File: config.mk
export PLATFORM = sky130hd
export DESIGN_NAME = opcode_decoder_core_ops
export DESIGN_NICKNAME = d
export VERILOG_FILES = /design/src/decoder_pkg.sv /design/src/opcode_decoder_core_ops.sv /design/src/byte_classifier.sv /design/src/immediate_gather.sv
export VERILOG_INCLUDE_DIRS = /design/src
export SDC_FILE = /design/constraint.sdc
export NUM_CORES = 1
export LEC_CHECK = 0
export ABC_CLOCK_PERIOD_IN_PS = 3070
export BUFFER_PORTS_ARGS = -buffer_cell sky130_fd_sc_hd__buf_2
export CORE_MARGIN = 2
export CORE_UTILIZATION = 60
export CTS_CLUSTER_SIZE = 16
export DETAILED_ROUTE_END_ITERATION = 7
export HOLD_SLACK_MARGIN = 0.06
export PLACE_DENSITY = 0.8
export RECOVER_POWER = 50
export SLEW_MARGIN = 0
export SYNTH_ARGS = -nofsm -noshare
export SYNTH_HDL_FRONTEND = slang
export SYNTH_SLANG_ARGS = --single-unit
export TNS_END_PERCENT = 30
File: constraint.sdc
create_clock -name clock -period 3.07 [get_ports clock]
set_input_delay 0.7675 -clock clock [delete_from_list [all_inputs] [get_ports clock]]
set_output_delay 0.7675 -clock clock [all_outputs]
set_load 0.005 [all_outputs]
File: src/decoder_cfg.svh
`ifndef DECODER_CFG_SVH
`define DECODER_CFG_SVH
// Summary of operation
// - Escape plus 1011011w: zero-extending register move
// - 000ss110 pushes a legacy segment register
// - Pop forms: 8F /0, 000ss111, escape 10sss001
// - 10010rrr swaps register with accumulator
// - 8D loads effective address into reg
// - C5/C4 far loads with data/extra segment
// - Escape B4/B5/B2 far load third/fourth/stack
// - FA clears, FB sets interrupt enable
// - Escape then 06 clears task-switched flag
// - F5 inverts, F9 sets carry, FD sets direction
// - 9F flags to high byte, 9E back
// - Register/memory add, carry, subtract, borrow, compare forms
// - 100000sw immediate op chosen by middle field
// - Accumulator short immediate arithmetic forms
// - 1111011w: negate, multiply, signed multiply, divide
// - Escape AF and 011010s1 signed multiply forms
// - 37, 27, 2F decimal adjustment opcodes
// - Reg field picks register, width bit picks set
// - Direction bit swaps source and destination roles
// - Sign bit extends byte immediate to width

// Prefix byte and primary opcode patterns
`define ESC_BYTE 8'h0F
`define P_ADD_RM 8'b000000??
`define P_ADC_RM 8'b000100??
`define P_BORROW_RM 8'b000110??
`define P_SUB_RM 8'b001010??
`define P_COMPARE_RM 8'b001110??
`define P_ADD_AI 8'b0000010?
`define P_ADC_AI 8'b0001010?
`define P_BORROW_AI 8'b0001110?
`define P_SUB_AI 8'b0010110?
`define P_COMPARE_AI 8'b0011110?
`define P_PUSH_SEG 8'b000??110
`define P_POP_SEG 8'b000??111
`define P_PACK_ADD 8'h27
`define P_PACK_SUB 8'h2F
`define P_UNPACK_ADD 8'h37
`define P_PRODUCT_IMM 8'b011010?1
`define P_GRP_ARITH 8'b100000??
`define P_LOAD_EA 8'h8D
`define P_POP_RM 8'h8F
`define P_SWAP 8'b10010???
`define P_ACC_TO_FL 8'h9E
`define P_FL_TO_ACC 8'h9F
`define P_FAR_ES 8'hC4
`define P_FAR_DS 8'hC5
`define P_INV_CARRY 8'hF5
`define P_GRP_UNARY 8'b1111011?
`define P_SET_CARRY 8'hF9
`define P_CLR_IE 8'hFA
`define P_SET_IE 8'hFB
`define P_SET_DIR 8'hFD
`define P_GRP_FF 8'hFF
// Second byte after the escape
`define X_CLR_TS 8'h06
`define X_PRODUCT_RR 8'hAF
`define X_FAR_SS 8'hB2
`define X_FAR_FS 8'hB4
`define X_FAR_GS 8'hB5
`define X_ZERO_EXT 8'b1011011?
`define X_PUSH_SEG 8'b10???000
`define X_POP_SEG 8'b10???001
// Operand-specifier middle fields and mode
`define ARITH_ADD 3'h0
`define ARITH_ADC 3'h2
`define ARITH_BORROW 3'h3
`define ARITH_SUB 3'h5
`define ARITH_COMPARE 3'h7
`define UN_NEGATE 3'h3
`define UN_UMUL 3'h4
`define UN_SMUL 3'h5
`define UN_UDIVIDE 3'h6
`define POP_SUB 3'h0
`define PUSH_SUB 3'h6
`define MOD_REG 2'h3
// Segment register codes
`define SEG_ES 3'h0
`define SEG_CS 3'h1
`define SEG_SS 3'h2
`define SEG_DS 3'h3
`define SEG_FS 3'h4
`define SEG_GS 3'h5
// Classification flag bits
`define F_RM 6'h20
`define F_W 6'h10
`define F_IMM 6'h08
`define F_DIR 6'h04
`define F_SHORT 6'h02
`define F_MEM 6'h01
`define F_NONE 6'h00
`endif

File: src/decoder_pkg.sv
package decoder_pkg;

	typedef enum logic [5:0] {
		op_none, zero_extend_move, push_seg, push_rm, pop_seg, pop_rm,
		swap_operands, load_effective_address, far_load_data_seg, far_load_extra_seg,
		far_load_third_seg, far_load_fourth_seg, far_load_stack_seg, clear_irq_enable,
		set_irq_enable, clear_task_switched, invert_carry, set_carry, set_direction,
		flags_to_acc_high, acc_high_to_flags, add_op, add_carry_op, subtract_op,
		subtract_with_borrow, compare_op, negate_op, unsigned_multiply, signed_multiply,
		unsigned_divide, unpacked_adjust_add, packed_adjust_add, packed_adjust_sub
	} op_t;

	typedef enum logic [2:0] {grp_none, grp_arith, grp_unary, grp_pop, grp_push} grp_t;

	typedef enum logic [1:0] {st_opcode, st_escape, st_modrm, st_imm} state_t;

	// What the opcode byte alone tells us
	typedef struct packed {
		op_t op;
		grp_t grp;
		logic known;
		logic modrm;
		logic has_w;
		logic has_imm;
		logic dir;
		logic short_reg;
		logic mem_only;
		logic [2:0] seg;
	} class_t;

	// Decoded instruction handed to the datapath
	typedef struct packed {
		op_t op;
		logic wide;
		logic dir;
		logic [1:0] mode;
		logic [2:0] reg_sel;
		logic [2:0] rm;
		logic [2:0] seg;
		logic has_imm;
		logic [31:0] imm;
	} dec_out_t;

endpackage : decoder_pkg

File: src/opcode_decoder_core_ops.sv
`include "decoder_cfg.svh"
module opcode_decoder_core_ops
	import decoder_pkg::*;
(
	input wire logic clock,
	input wire logic rst_n,
	input wire logic in_valid,
	input wire logic [7:0] in_byte,
	input wire logic op32,
	output logic dec_valid,
	output logic dec_invalid,
	output dec_out_t dec
);

	state_t state_reg, state_next;
	logic [7:0] opc_reg;
	logic [7:0] modrm_reg;
	class_t cls_reg;
	op_t op_reg;
	logic dec_valid_reg;
	logic dec_invalid_reg;
	dec_out_t dec_reg;
	dec_out_t dec_next;
	class_t cls_in;
	op_t grp_op;
	logic emit, bad;

	// Stage selection
	wire logic fresh = state_reg == st_opcode || state_reg == st_escape;
	wire logic at_modrm = state_reg == st_modrm;
	wire logic opc_take = state_reg == st_opcode && in_valid;
	wire logic [7:0] use_opc = fresh ? in_byte : opc_reg;
	wire class_t use_cls = fresh ? cls_in : cls_reg;
	wire op_t use_op = fresh ? cls_in.op : (at_modrm ? grp_op : op_reg);
	wire logic [7:0] use_modrm = at_modrm ? in_byte : modrm_reg;
	wire logic [2:0] sub_field = in_byte[5:3];
	wire logic reg_mode = in_byte[7:6] == `MOD_REG;
	wire logic modrm_bad = grp_op == op_none || (cls_reg.mem_only && reg_mode);
	// Immediate length: s set or byte width means one byte
	wire logic imm_byte = use_opc[1] | ~use_opc[0];
	wire logic [1:0] imm_last_idx = imm_byte ? 2'h0 : (op32 ? 2'h3 : 2'h1);
	wire logic imm_sext = use_opc[1] & use_opc[0];
	wire logic imm_take = state_reg == st_imm && in_valid;
	logic imm_last;
	logic [31:0] imm_value;

	byte_classifier u_classify (
		.esc(state_reg == st_escape),
		.opc(in_byte),
		.cls(cls_in)
	);

	immediate_gather u_imm (
		.clock(clock),
		.rst_n(rst_n),
		.take(imm_take),
		.in_byte(in_byte),
		.last_idx(imm_last_idx),
		.sext(imm_sext),
		.op32(op32),
		.last(imm_last),
		.value(imm_value)
	);

	// Middle field picks the operation for grouped opcodes
	always_comb begin
		grp_op = cls_reg.op;
		case (cls_reg.grp)
			grp_arith: begin
				case (sub_field)
					`ARITH_ADD: grp_op = add_op;
					`ARITH_ADC: grp_op = add_carry_op;
					`ARITH_BORROW: grp_op = subtract_with_borrow;
					`ARITH_SUB: grp_op = subtract_op;
					`ARITH_COMPARE: grp_op = compare_op;
					default: grp_op = op_none;
				endcase
			end
			grp_unary: begin
				case (sub_field)
					`UN_NEGATE: grp_op = negate_op;
					`UN_UMUL: grp_op = unsigned_multiply;
					`UN_SMUL: grp_op = signed_multiply;
					`UN_UDIVIDE: grp_op = unsigned_divide;
					default: grp_op = op_none;
				endcase
			end
			grp_pop: grp_op = sub_field == `POP_SUB ? pop_rm : op_none;
			grp_push: grp_op = sub_field == `PUSH_SUB ? push_rm : op_none;
			default: grp_op = cls_reg.op;
		endcase
	end

	// Sequencing through escape, operand specifier and immediate bytes
	always_comb begin
		state_next = state_reg;
		emit = 1'b0;
		bad = 1'b0;
		case (state_reg)
			st_opcode, st_escape: begin
				if (in_valid) begin
					if (state_reg == st_opcode && in_byte == `ESC_BYTE) begin
						state_next = st_escape;
					end else if (!cls_in.known) begin
						bad = 1'b1;
						state_next = st_opcode;
					end else if (cls_in.modrm) begin
						state_next = st_modrm;
					end else if (cls_in.has_imm) begin
						state_next = st_imm;
					end else begin
						emit = 1'b1;
						state_next = st_opcode;
					end
				end
			end
			st_modrm: begin
				if (in_valid) begin
					if (modrm_bad) begin
						bad = 1'b1;
						state_next = st_opcode;
					end else if (cls_reg.has_imm) begin
						state_next = st_imm;
					end else begin
						emit = 1'b1;
						state_next = st_opcode;
					end
				end
			end
			st_imm: begin
				if (imm_last) begin
					emit = 1'b1;
					state_next = st_opcode;
				end
			end
			default: state_next = st_opcode;
		endcase
	end

	// Decoded fields; unused ones read as zero, except wide, which reads as one
	always_comb begin
		dec_next = '0;
		dec_next.op = use_op;
		dec_next.wide = use_cls.has_w ? use_opc[0] : 1'b1;
		dec_next.dir = use_cls.dir;
		dec_next.mode = use_cls.modrm ? use_modrm[7:6] : 2'h0;
		dec_next.rm = use_cls.modrm ? use_modrm[2:0] : 3'h0;
		dec_next.reg_sel = use_cls.short_reg ? use_opc[2:0] : (use_cls.modrm ? use_modrm[5:3] : 3'h0);
		dec_next.seg = use_cls.seg;
		dec_next.has_imm = use_cls.has_imm;
		dec_next.imm = use_cls.has_imm ? imm_value : 32'h0000_0000;
	end

	// State and result pulses
	always_ff @(posedge clock) begin
		if (!rst_n) begin
			state_reg <= st_opcode;
			dec_valid_reg <= 1'b0;
			dec_invalid_reg <= 1'b0;
			dec_reg <= '0;
		end else begin
			state_reg <= state_next;
			dec_valid_reg <= emit;
			dec_invalid_reg <= bad;
			if (emit) dec_reg <= dec_next;
		end
	end

	// Opcode context held while later bytes arrive
	always_ff @(posedge clock) begin
		if (!rst_n) begin
			opc_reg <= 8'h00;
			cls_reg <= '0;
			op_reg <= op_none;
			modrm_reg <= 8'h00;
		end else if (fresh && in_valid) begin
			opc_reg <= in_byte;
			cls_reg <= cls_in;
			op_reg <= cls_in.op;
		end else if (at_modrm && in_valid) begin
			modrm_reg <= in_byte;
			op_reg <= grp_op;
		end
	end

	assign dec_valid = dec_valid_reg;
	assign dec_invalid = dec_invalid_reg;
	assign dec = dec_reg;
endmodule : opcode_decoder_core_ops

File: src/byte_classifier.sv
`include "decoder_cfg.svh"
module byte_classifier
	import decoder_pkg::*;
(
	input wire logic esc,
	input wire logic [7:0] opc,
	output class_t cls
);

	logic [5:0] dirf;
	logic wide_seg;

	// Packs one table entry
	function automatic class_t cl(op_t op, grp_t g, logic [5:0] f, logic [2:0] seg);
		class_t c;
		c.op = op;
		c.grp = g;
		c.known = 1'b1;
		{c.modrm, c.has_w, c.has_imm, c.dir, c.short_reg, c.mem_only} = f;
		c.seg = seg;
		return c;
	endfunction : cl

	assign dirf = opc[1] ? `F_DIR : `F_NONE;
	assign wide_seg = opc[5:3] == `SEG_FS || opc[5:3] == `SEG_GS;

	// First match wins; anything unlisted stays unknown
	always_comb begin
		cls = '0;
		if (esc) begin
			casez (opc)
				`X_CLR_TS: cls = cl(clear_task_switched, grp_none, `F_NONE, `SEG_ES);
				`X_PRODUCT_RR: cls = cl(signed_multiply, grp_none, `F_RM | `F_DIR, `SEG_ES);
				`X_FAR_SS: cls = cl(far_load_stack_seg, grp_none, `F_RM | `F_DIR | `F_MEM, `SEG_SS);
				`X_FAR_FS: cls = cl(far_load_third_seg, grp_none, `F_RM | `F_DIR | `F_MEM, `SEG_FS);
				`X_FAR_GS: cls = cl(far_load_fourth_seg, grp_none, `F_RM | `F_DIR | `F_MEM, `SEG_GS);
				`X_ZERO_EXT: cls = cl(zero_extend_move, grp_none, `F_RM | `F_W | `F_DIR, `SEG_ES);
				`X_PUSH_SEG: cls = wide_seg ? cl(push_seg, grp_none, `F_NONE, opc[5:3]) : '0;
				`X_POP_SEG: cls = wide_seg ? cl(pop_seg, grp_none, `F_NONE, opc[5:3]) : '0;
				default: cls = '0;
			endcase
		end else begin
			casez (opc)
				`P_ADD_RM: cls = cl(add_op, grp_none, `F_RM | `F_W | dirf, `SEG_ES);
				`P_ADC_RM: cls = cl(add_carry_op, grp_none, `F_RM | `F_W | dirf, `SEG_ES);
				`P_BORROW_RM: cls = cl(subtract_with_borrow, grp_none, `F_RM | `F_W | dirf, `SEG_ES);
				`P_SUB_RM: cls = cl(subtract_op, grp_none, `F_RM | `F_W | dirf, `SEG_ES);
				`P_COMPARE_RM: cls = cl(compare_op, grp_none, `F_RM | `F_W | dirf, `SEG_ES);
				`P_ADD_AI: cls = cl(add_op, grp_none, `F_W | `F_IMM, `SEG_ES);
				`P_ADC_AI: cls = cl(add_carry_op, grp_none, `F_W | `F_IMM, `SEG_ES);
				`P_BORROW_AI: cls = cl(subtract_with_borrow, grp_none, `F_W | `F_IMM, `SEG_ES);
				`P_SUB_AI: cls = cl(subtract_op, grp_none, `F_W | `F_IMM, `SEG_ES);
				`P_COMPARE_AI: cls = cl(compare_op, grp_none, `F_W | `F_IMM, `SEG_ES);
				`P_PUSH_SEG: cls = cl(push_seg, grp_none, `F_NONE, {1'b0, opc[4:3]});
				`P_POP_SEG: cls = opc[4:3] != 2'h1 ? cl(pop_seg, grp_none, `F_NONE, {1'b0, opc[4:3]}) : '0;
				`P_PACK_ADD: cls = cl(packed_adjust_add, grp_none, `F_NONE, `SEG_ES);
				`P_PACK_SUB: cls = cl(packed_adjust_sub, grp_none, `F_NONE, `SEG_ES);
				`P_UNPACK_ADD: cls = cl(unpacked_adjust_add, grp_none, `F_NONE, `SEG_ES);
				`P_PRODUCT_IMM: cls = cl(signed_multiply, grp_none, `F_RM | `F_IMM | `F_DIR, `SEG_ES);
				`P_GRP_ARITH: cls = cl(op_none, grp_arith, `F_RM | `F_W | `F_IMM, `SEG_ES);
				`P_LOAD_EA: cls = cl(load_effective_address, grp_none, `F_RM | `F_DIR | `F_MEM, `SEG_ES);
				`P_POP_RM: cls = cl(op_none, grp_pop, `F_RM, `SEG_ES);
				`P_SWAP: cls = cl(swap_operands, grp_none, `F_SHORT, `SEG_ES);
				`P_ACC_TO_FL: cls = cl(acc_high_to_flags, grp_none, `F_NONE, `SEG_ES);
				`P_FL_TO_ACC: cls = cl(flags_to_acc_high, grp_none, `F_NONE, `SEG_ES);
				`P_FAR_ES: cls = cl(far_load_extra_seg, grp_none, `F_RM | `F_DIR | `F_MEM, `SEG_ES);
				`P_FAR_DS: cls = cl(far_load_data_seg, grp_none, `F_RM | `F_DIR | `F_MEM, `SEG_DS);
				`P_INV_CARRY: cls = cl(invert_carry, grp_none, `F_NONE, `SEG_ES);
				`P_GRP_UNARY: cls = cl(op_none, grp_unary, `F_RM | `F_W, `SEG_ES);
				`P_SET_CARRY: cls = cl(set_carry, grp_none, `F_NONE, `SEG_ES);
				`P_CLR_IE: cls = cl(clear_irq_enable, grp_none, `F_NONE, `SEG_ES);
				`P_SET_IE: cls = cl(set_irq_enable, grp_none, `F_NONE, `SEG_ES);
				`P_SET_DIR: cls = cl(set_direction, grp_none, `F_NONE, `SEG_ES);
				`P_GRP_FF: cls = cl(op_none, grp_push, `F_RM, `SEG_ES);
				default: cls = '0;
			endcase
		end
	end

endmodule : byte_classifier

File: src/immediate_gather.sv
module immediate_gather
	import decoder_pkg::*;
(
	input wire logic clock,
	input wire logic rst_n,
	input wire logic take,
	input wire logic [7:0] in_byte,
	input wire logic [1:0] last_idx,
	input wire logic sext,
	input wire logic op32,
	output logic last,
	output logic [31:0] value
);

	logic [1:0] idx_reg;
	logic [31:0] hold_reg;
	logic [31:0] raw;

	// Little-endian lanes; the arriving byte bypasses the hold so the value is ready on the last byte
	genvar g;
	generate
		for (g = 0; g < 4; g++) begin : g_lane
			wire logic [7:0] lane = (take && idx_reg == 2'(g)) ? in_byte : hold_reg[8 * g +: 8];
			assign raw[8 * g +: 8] = (2'(g) <= last_idx) ? lane : 8'h00;
		end
	endgenerate

	assign last = take && idx_reg == last_idx;
	// Byte immediate widened to the operand width only when asked
	assign value = (sext && last_idx == 2'h0) ? (op32 ? {{24{raw[7]}}, raw[7:0]} :
		{16'h0000, {8{raw[7]}}, raw[7:0]}) : raw;

	// Lane index rewinds after each immediate
	always_ff @(posedge clock) begin
		if (!rst_n) begin
			idx_reg <= 2'h0;
			hold_reg <= 32'h0000_0000;
		end else if (take) begin
			hold_reg[8 * idx_reg +: 8] <= in_byte;
			idx_reg <= last ? 2'h0 : idx_reg + 2'h1;
		end
	end

endmodule : immediate_gather

# Word level (Yosys, flattened, before mapping)
# Index checks and enable logic that the tools add are counted.
dict set report op_classes {
  order_cmp 4
  n_eq_ne 61
  n_reduce_logical 24
  bitwise_logic 4
  shifts 2
  n_mux 65
  addsub 2
}
# op n
set op_table {}
lappend op_table {{$pmux 19 s31} 1}
lappend op_table {{$pmux 19 s8} 1}
lappend op_table {{$eq 8x8->1 const B} 16}
lappend op_table {{$mux 32} 3}
lappend op_table {{$mux 8} 9}
lappend op_table {{$neg 5->34} 1}
lappend op_table {{$shift 8x34->32 const A} 1}
lappend op_table {{$shiftx 8x34->32} 1}
lappend op_table {{$bwmux 32} 1}
lappend op_table {{$mux 16} 2}
lappend op_table {{$mux 2} 14}
lappend op_table {{$pmux 5 s5} 1}
lappend op_table {{$eq 6x3->1 const B} 4}
lappend op_table {{$eq 8x6->1 const B} 3}
lappend op_table {{$mux 6} 4}
lappend op_table {{$pmux 6 s4} 1}
lappend op_table {{$pmux 5 s4} 1}
lappend op_table {{$mux 19} 1}
lappend op_table {{$mux 3} 6}
lappend op_table {{$eq 3x3->1 const B} 5}
lappend op_table {{$eq 5x5->1 const B} 3}
lappend op_table {{$mux 1} 15}
lappend op_table {{$mux 15} 1}
lappend op_table {{$eq 7x4->1 const B} 2}
lappend op_table {{34 further kinds} 65}
dict set report totals {
  output_inout_bits 54
  wordCells 188
  reg_bits 125
  input_bits 12
}

# Depth between registers and ports, before layout
# Gate-level depths: netlist (run 1).
dict set report depth {
  word_depth 11
  ltp_mapped 11
  depth_no_buf 8
}

# Hierarchy
# A second synthesis (run 1) with hierarchy kept.
dict set report hier_totals {
  cells_unflattened 954
  hier_area_um2 7452.1
}
# module n_inst seq_area_each_um2 area_per_inst_um2 cells_per_inst
set modules_own_cells {}
lappend modules_own_cells {opcode_decoder_core_ops 1 1821.7 4360.4 557}
lappend modules_own_cells {immediate_gather 1 680.7 2044.5 230}
lappend modules_own_cells {byte_classifier 1 0.0 1047.3 167}

# Least setup slack after synthesis (run 1)
# No wires, ideal clock.
dict set report synth_path {
  path_kind {input -> register}
  startpoint {input in_byte[7]}
  endpoint {register dec_reg, in the netlist dec[40]}
  t_arrival_ps 2770
  setup_time_ps 115
  path_slack_ps 185
  cell_stages 10
  t_required_ps 2955
  n_path_buf 2
  cell_sequence {buf_2 or4_1 a2111o_1 nand2_1 nor3_1 a31oi_4 o2bb2ai_4 nor2_8 buf_6 o21a_1}
}
dict set report synth_between {
  elab_chain_len 9
  elab_cells_between_ends 58
  classes_between {eq/ne (40); mux (14); reduce/logical (4)}
}
# element line_no
set synth_rtl {}
lappend synth_rtl {{start: declaration} opcode_decoder_core_ops.sv:8} ;# input wire logic [7:0] in_byte,
lappend synth_rtl {{$eq 8x8->1 (tied with other cells)} byte_classifier.sv:43} ;# casez (opc)
lappend synth_rtl {{$pmux 19 s31 or $pmux 19 s8 (tied branches)} {byte_classifier.sv:43, byte_classifier.sv:31}}
lappend synth_rtl {{$mux 19} byte_classifier.sv:30} ;# if (esc) begin
lappend synth_rtl {{$mux 1} opcode_decoder_core_ops.sv:109} ;# end else if (cls_in.has_imm) begin
lappend synth_rtl {{$mux 1} opcode_decoder_core_ops.sv:107} ;# end else if (cls_in.modrm) begin
lappend synth_rtl {{$mux 1} opcode_decoder_core_ops.sv:104} ;# end else if (!cls_in.known) begin
lappend synth_rtl {{$mux 1} opcode_decoder_core_ops.sv:102} ;# if (state_reg == st_opcode && in_byte == `ESC_BYTE) begin
lappend synth_rtl {{$mux 1} opcode_decoder_core_ops.sv:101} ;# if (in_valid) begin
lappend synth_rtl {{$pmux 1 s3} opcode_decoder_core_ops.sv:99} ;# case (state_reg)
lappend synth_rtl {{end signal: assignment} opcode_decoder_core_ops.sv:165} ;# if (emit) dec_reg <= dec_next;
lappend synth_rtl {{end: declaration} opcode_decoder_core_ops.sv:22} ;# dec_out_t dec_reg;
# Parallel ways exist; a longest one is shown, timed or not.
# A chain may end at the register's enable or synchronous reset.

# Worst setup path in the final report (run 1)
dict set report layout_path {
  startpoint {input in_byte[0]}
  endpoint {register dec_reg, in the netlist dec[7]}
}
dict set report layout_between {
  elab_chain_len 9
  elab_cells_between_ends 52
  classes_between {order compare (1); eq/ne (27); mux (17); bitwise (3); reduce/logical (4)}
}
# element line_no
set layout_rtl {}
lappend layout_rtl {{$eq 8x8->1 (tied with other cells)} byte_classifier.sv:43}
lappend layout_rtl {{$pmux 19 s31 (tied with other cells)} byte_classifier.sv:43}
lappend layout_rtl {{$mux 19 or $or 1x1->1 (tied branches)} {byte_classifier.sv:30, opcode_decoder_core_ops.sv:40}}
lappend layout_rtl {{$mux 1 or $mux 2 (tied branches)} {opcode_decoder_core_ops.sv:109, opcode_decoder_core_ops.sv:41}}
lappend layout_rtl {{$mux 1 or $le 1x2->1 (tied branches)} {opcode_decoder_core_ops.sv:107, immediate_gather.sv:24}}
lappend layout_rtl {{$mux 1 or $mux 8 (tied branches)} {opcode_decoder_core_ops.sv:104, immediate_gather.sv:24}}
lappend layout_rtl {{$mux 1 or $mux 32 (tied branches)} {opcode_decoder_core_ops.sv:102, immediate_gather.sv:30}}
lappend layout_rtl {{$mux 1 or $mux 32 (tied branches)} {opcode_decoder_core_ops.sv:101, immediate_gather.sv:30}}
lappend layout_rtl {{$pmux 1 s3 or $mux 32 (tied branches)} {opcode_decoder_core_ops.sv:99, opcode_decoder_core_ops.sv:151}}
# Parallel ways exist; a longest one is shown, timed or not.

==> flow_summary.toml, run 1 <==
[floorplan]
core_um2 = 12010
start_util_pct = 61.69
num_rows = 40
dieArea_um2 = 13250
io_pins = 66
die_h_um = 115.1
die_x_um = 115.1

[status]
status = "finished clean"

[timing]
min_period_over_period_pct = 92.03
tightest_slew_ns = 0.6879
hold_viol = 0
rsz0062_at_grt = "false"
slew_viol_final = 0
period_needed_ns = 2.825
skew_ns = 0.008717
setup_viol = 0
fin_ws_ns = 0.2446
fmax_mhz = 353.9
timing.slew.headroom_pct = 53.49

[grt]
grt-ovfl-total = 0
grt_pass1_vias = 7172
grt_use_total_pct = 34.38
grt_pass1_wl_um = 36150
antenna_found_initial = 0
grt_max_degree = 76

[critical_path]
critPathRequiredTime_ns = 3.37
cp-end-kind = "flop"
start_kind = "primary input"
worstPathArrival_ns = 3.13
worstSetupPathType = "in -> reg"
r2r_cells = 8
crit_fanout = 27

[logic_synthesis]
avgSynthCellArea_um2 = 7.545
syn_nets = 1001
synthCells = 982
synth.distinct_cells = 77
synthArstFlopShare_pct = 0
yosysTopAreaCell = "dfxtp_1"
yosys-top-cells-area = "dfxtp_1 (34%), nand2_1 (10%), mux2i_1 (7.7%)"
synth_edf_count = 0
synth-seq-cells = 125
synth_ff_type = "dfxtp_1"
synth_area_um2 = 7410
yosysWarnings = 0
synth_top_area_share_pct = 33.77
ys_seq_area_share_pct = 33.77

[cts]
cts.sinks = 125
h-tree-depth = 4
cts_resized = 0
cts_made_buffers = 17
root_buffer = "clkbuf_16"
ctsLongestPathBuffers = 2
cts_tree = "done"
postCtsHoldBufs = 0
clk_latency_ns = 0.42
path_clk_slew_ns = 0.05
cts_setup_buffers = 0

[route]
antenna_left = 0
drtIter0Drc = 862
route.detailed.drc = 0
wl_per_cell_um = 18.10
vias_per_cell = 6.240
routed_wl_um = 22440
num_vias = 7737
drt_first_pass_iters = 5

[final_layout]
drive_above_1_share_pct = 17.11
final_cell_mix = "nand2_1 (206), dfxtp_1 (125), a21oi_1 (96), buf_4 (94), mux2i_1 (57)"
nets = 1100
fin_cells = 1240
diodes = 0
areaGrowthSynthToFinish_pct = 20.62
largest_reg_flops = 52
fin_area_um2 = 8937
final_common_cell = "nand2_1"
nFillCells = 972

[flow_run]
drv_cap = 0

[placement]
gp_congestion = 0.9672
place_hpwl_um = 15110
placed_area_um2 = 8349
pre_cts_ws_ns = -0.04457
port_buffers = 65
dp.cells = 1209

[power]
power.total_mw = 4.477
p_per_area_nw_per_um2 = 501.0
peakVddDrop_uv = 360.7
leakage_nw = 3.509

[hold_path]
hold_depth = 2
min_path_type = "reg -> reg"
-- final timing paths --
kind	startpoint	endpoint	slack, ns
max reg2reg	state_reg[1]$_SDFFE_PN0P_	dec[7]$_SDFFE_PN0P_	0.36
min reg2reg	modrm_reg[0]$_SDFFE_PN0P_	modrm_reg[0]$_SDFFE_PN0P_	0.45
max	in_byte[0]	dec[7]$_SDFFE_PN0P_	0.24
min	modrm_reg[0]$_SDFFE_PN0P_	modrm_reg[0]$_SDFFE_PN0P_	0.45
-- layout make-up --
cell class	instances	area (um2)	share of cell area, %
Clock buffer	23	498.0	5.572
Sequential cell	125	2502	28.00
Multi-Input combinational cell	758	4473	50.05
Clock inverter	8	152.6	1.708
Timing Repair Buffer	168	1086	12.15
Tap cell	147	183.9	2.058
Inverter	11	41.29	0.4620
-- worst max-delay path, cell delays in order --
cell and delay (ns):
clkbuf_1 0.31, buf_4 0.32, nor3b_1 0.35, o2111ai_1 0.17
nand3_1 0.19, nand4_1 0.13, a21oi_1 0.27, o2bb2ai_4 0.19
nor2_8 0.06, buf_12 0.19, mux2i_1 0.15
-- synth_stat cells (11+ instances only) --
cell and count:
buf_1 16, a21oi_1 96, dfxtp_1 125, o21ai_0 52, nand3_1 54, and2_1 14
clkbuf_1 52, mux2i_1 57, nand2b_1 17, buf_2 13, nor3_1 17, a211oi_1 11
nor2_1 40, nor2b_1 13, nand2_1 206
-- kinds of logic (layout without fill, tap and decap cells) --
| family | after synthesis | count (layout) | synth area share (%) |
|---|---|---|---|
| multiplexers | 64 | 64 | 8.764 |
| flip-flops | 125 | 125 | 33.77 |
| buffers and inverters | 99 | 210 | 5.859 |
| XOR/XNOR | 1 | 1 | 0.1182 |
| adder cells (fa/ha/maj) | 8 | 8 | 1.317 |
| AO/OA/AOI/OAI | 257 | 257 | 22.21 |
| AND/OR/NAND/NOR | 428 | 428 | 27.96 |
-- per-stage QoR --
| stage | util [%] | hold WS, ns | setup TNS (ns) |
|---|---|---|---|
| global route | 74.41 | 0.4705 | 0 |
| CTS | 74.93 | 0.4527 | 0 |
| finish | 74.41 | 0.4523 | 0 |
| global placement | 69.51 | 0.4370 | -1.252 |
| floorplan | - | 0.4285 | 0 |
| detailed placement | 69.51 | 0.4451 | -0.8589 |
-- power by group --
group / leakage, nW / internal [mW] / switching [mW]
clock network: 0.313 / 1.47 / 0.731
logic: 2.18 / 0.237 / 0.357
registers: 1.01 / 1.66 / 0.0256
-- routing by layer --
layer	share of wire [%]	vias up	routed length [um]	track usage, %
met1	44	3593	9895	47.86
met5	0	-	0	0
met2	45	407	10180	53.76
met3	8.9	39	1994	6.906
met4	1.6	0	364	11.08
li1	-	3698	-	-
(Power assumes the default switching activity.)
==> run 2: changes to the inputs <==
--- a/config.mk
+++ b/config.mk
@@ -8,6 +8,7 @@
 export LEC_CHECK = 0
 export ABC_CLOCK_PERIOD_IN_PS = 3070
 export BUFFER_PORTS_ARGS = -buffer_cell sky130_fd_sc_hd__buf_2
+export CORE_ASPECT_RATIO = 0.9
 export CORE_MARGIN = 2
 export CORE_UTILIZATION = 60
 export CTS_CLUSTER_SIZE = 16
==> flow_summary.toml, run 2 (same netlist as run 1, synthesis figures left out) <==
[grt]
grt_pass1_vias = 6994
grt_use_total_pct = 33.56
grt_pass1_wl_um = 35060
grt_max_degree = 63
antenna_found_initial = 0
grt-ovfl-total = 0

[hold_path]
min_path_type = "reg -> reg"

[cts]
clk_latency_ns = 0.42
h-tree-depth = 4
postCtsHoldBufs = 0
path_clk_slew_ns = 0.05
cts.sinks = 125
cts_tree = "done"
cts_resized = 0
cts_setup_buffers = 0
ctsLongestPathBuffers = 2
cts_made_buffers = 17
root_buffer = "clkbuf_16"

[timing]
tightest_slew_ns = 0.7285
min_period_over_period_pct = 94.51
rsz0062_at_grt = "false"
hold_viol = 0
slew_viol_final = 0
fmax_mhz = 344.7
fin_ws_ns = 0.1685
setup_viol = 0
period_needed_ns = 2.901
timing.slew.headroom_pct = 51.22
skew_ns = 0.009525

[power]
p_clk_share_pct = 48.3
leakage_nw = 3.538
p_seq_share_pct = 38.2
switching_share_pct = 26.51
peakVddDrop_uv = 406.4
power.total_mw = 4.411
intPower_mw = 3.242
p_switching_mw = 1.169
p_per_area_nw_per_um2 = 492.7
power.share.combinational_pct = 13.5

[placement]
port_buffers = 65
gp_congestion = 1.022
pre_cts_ws_ns = -0.07073
place_hpwl_um = 15310

[final_layout]
final_common_cell = "nand2_1"
diodes = 0
largest_reg_flops = 52
final_cell_mix = "nand2_1 (206), dfxtp_1 (125), buf_4 (103), a21oi_1 (96), mux2i_1 (57)"
drive_above_1_share_pct = 18.29
areaGrowthSynthToFinish_pct = 20.84
nets = 1105

[critical_path]
critPathRequiredTime_ns = 3.40
max_stage_delay_ns = 0.55
crit_chain = "buf_2 > clkbuf_1 > nor3b_1 > o2111ai_1 > nand3_1 > nand4_1 > a21oi_1 > o2bb2ai_4 > nor2_8 > buf_12 > mux2i_1"
cp-end-kind = "flop"
worstPathArrival_ns = 3.24
critPathSlowestCell = "clkbuf_1"
start_kind = "primary input"
cp_num_buf_inv = 3
crit_fanout = 24
worstSetupPathType = "in -> reg"
critPathTopFamily = "buffers and inverters"

[floorplan]
die_h_um = 109.4
io_pins = 66
dieArea_um2 = 13260
core_um2 = 12080
start_util_pct = 61.36
num_rows = 38
die_x_um = 121.1

[route]
route.detailed.drc = 0
drt_first_pass_iters = 6
num_vias = 7837
drtIter0Drc = 1085
wl_per_cell_um = 17.89
antenna_left = 0
vias_per_cell = 6.225
routed_wl_um = 22530

[flow_run]
drv_cap = 0

[status]
status = "finished clean"
## run 2: cell count changes in the layout (fill, tap and decap cells not counted), sizes merged
cell      before  now
buf          129  140
clkbuf        62   53
clkinv         0    3
bufinv         4    3
clkinvlp       2    3
inv           13   14
## run 2: final timing paths
kind                            cells after the start                               to                       startpoint  slack [ns]
worst min-delay path                                2  u_imm.hold_reg[17]$_SDFFE_PN0P_  u_imm.hold_reg[17]$_SDFFE_PN0P_        0.45
worst max register to register                      9             dec[49]$_SDFFE_PN0P_         cls_reg[11]$_SDFFE_PN0P_        0.40
worst min register to register                      2  u_imm.hold_reg[17]$_SDFFE_PN0P_  u_imm.hold_reg[17]$_SDFFE_PN0P_        0.45
worst max-delay path                               11             dec[49]$_SDFFE_PN0P_                       in_byte[1]        0.17
## run 2: layout make-up
type	instances	area, um2
clock buffer	20	466.7
clock inverter	12	157.7
fill	955	3123
inverter	11	41.29
multi-input combinational	758	4473
sequential	125	2502
tap	160	200.2
timing repair buffer	173	1112
## run 2: per-layer routing
metal	vias up	global-route usage (%)	wire length, um
met4	0	13.79	679
li1	3701	-	-
met5	-	0	0
met3	61	7.676	2157
met1	3645	47.24	9841
met2	430	49.72	9848
## run 2: metrics by stage
step	TNS (ns)	utilization (%)	std cells	instance area [um2]	hold WS, ns
6_report	0	74.14	1259	8954	0.4543
5_1_grt	0	74.14	1259	8954	0.4737
4_1_cts	0	74.54	1259	9002	0.4523
3_5_place_dp	-2.093	69.37	1227	8378	0.4441
3_3_place_gp	-0.1930	69.37	1227	8378	0.4364
2_1_floorplan	0	-	982	7410	0.4285
## run 2: worst min-delay path, delay by kind of cell, from the launching register on
family	cells	cell delay (ns)
DFF	1	0.31
and+or+nand+nor	1	0.05
AOI/OAI and AO/OA	1	0.05
## run 2: power by group through the flow
stage | clock network (mW) | registers [mW] | logic [mW]
after detailed placement | 0 | 1.72 | 0.579
after CTS | 2.14 | 1.68 | 0.585
after global routing | 2.22 | 1.69 | 0.633
after global placement | 0 | 1.72 | 0.572
after floorplan | 0 | 1.71 | 0.383
final | 2.13 | 1.69 | 0.595
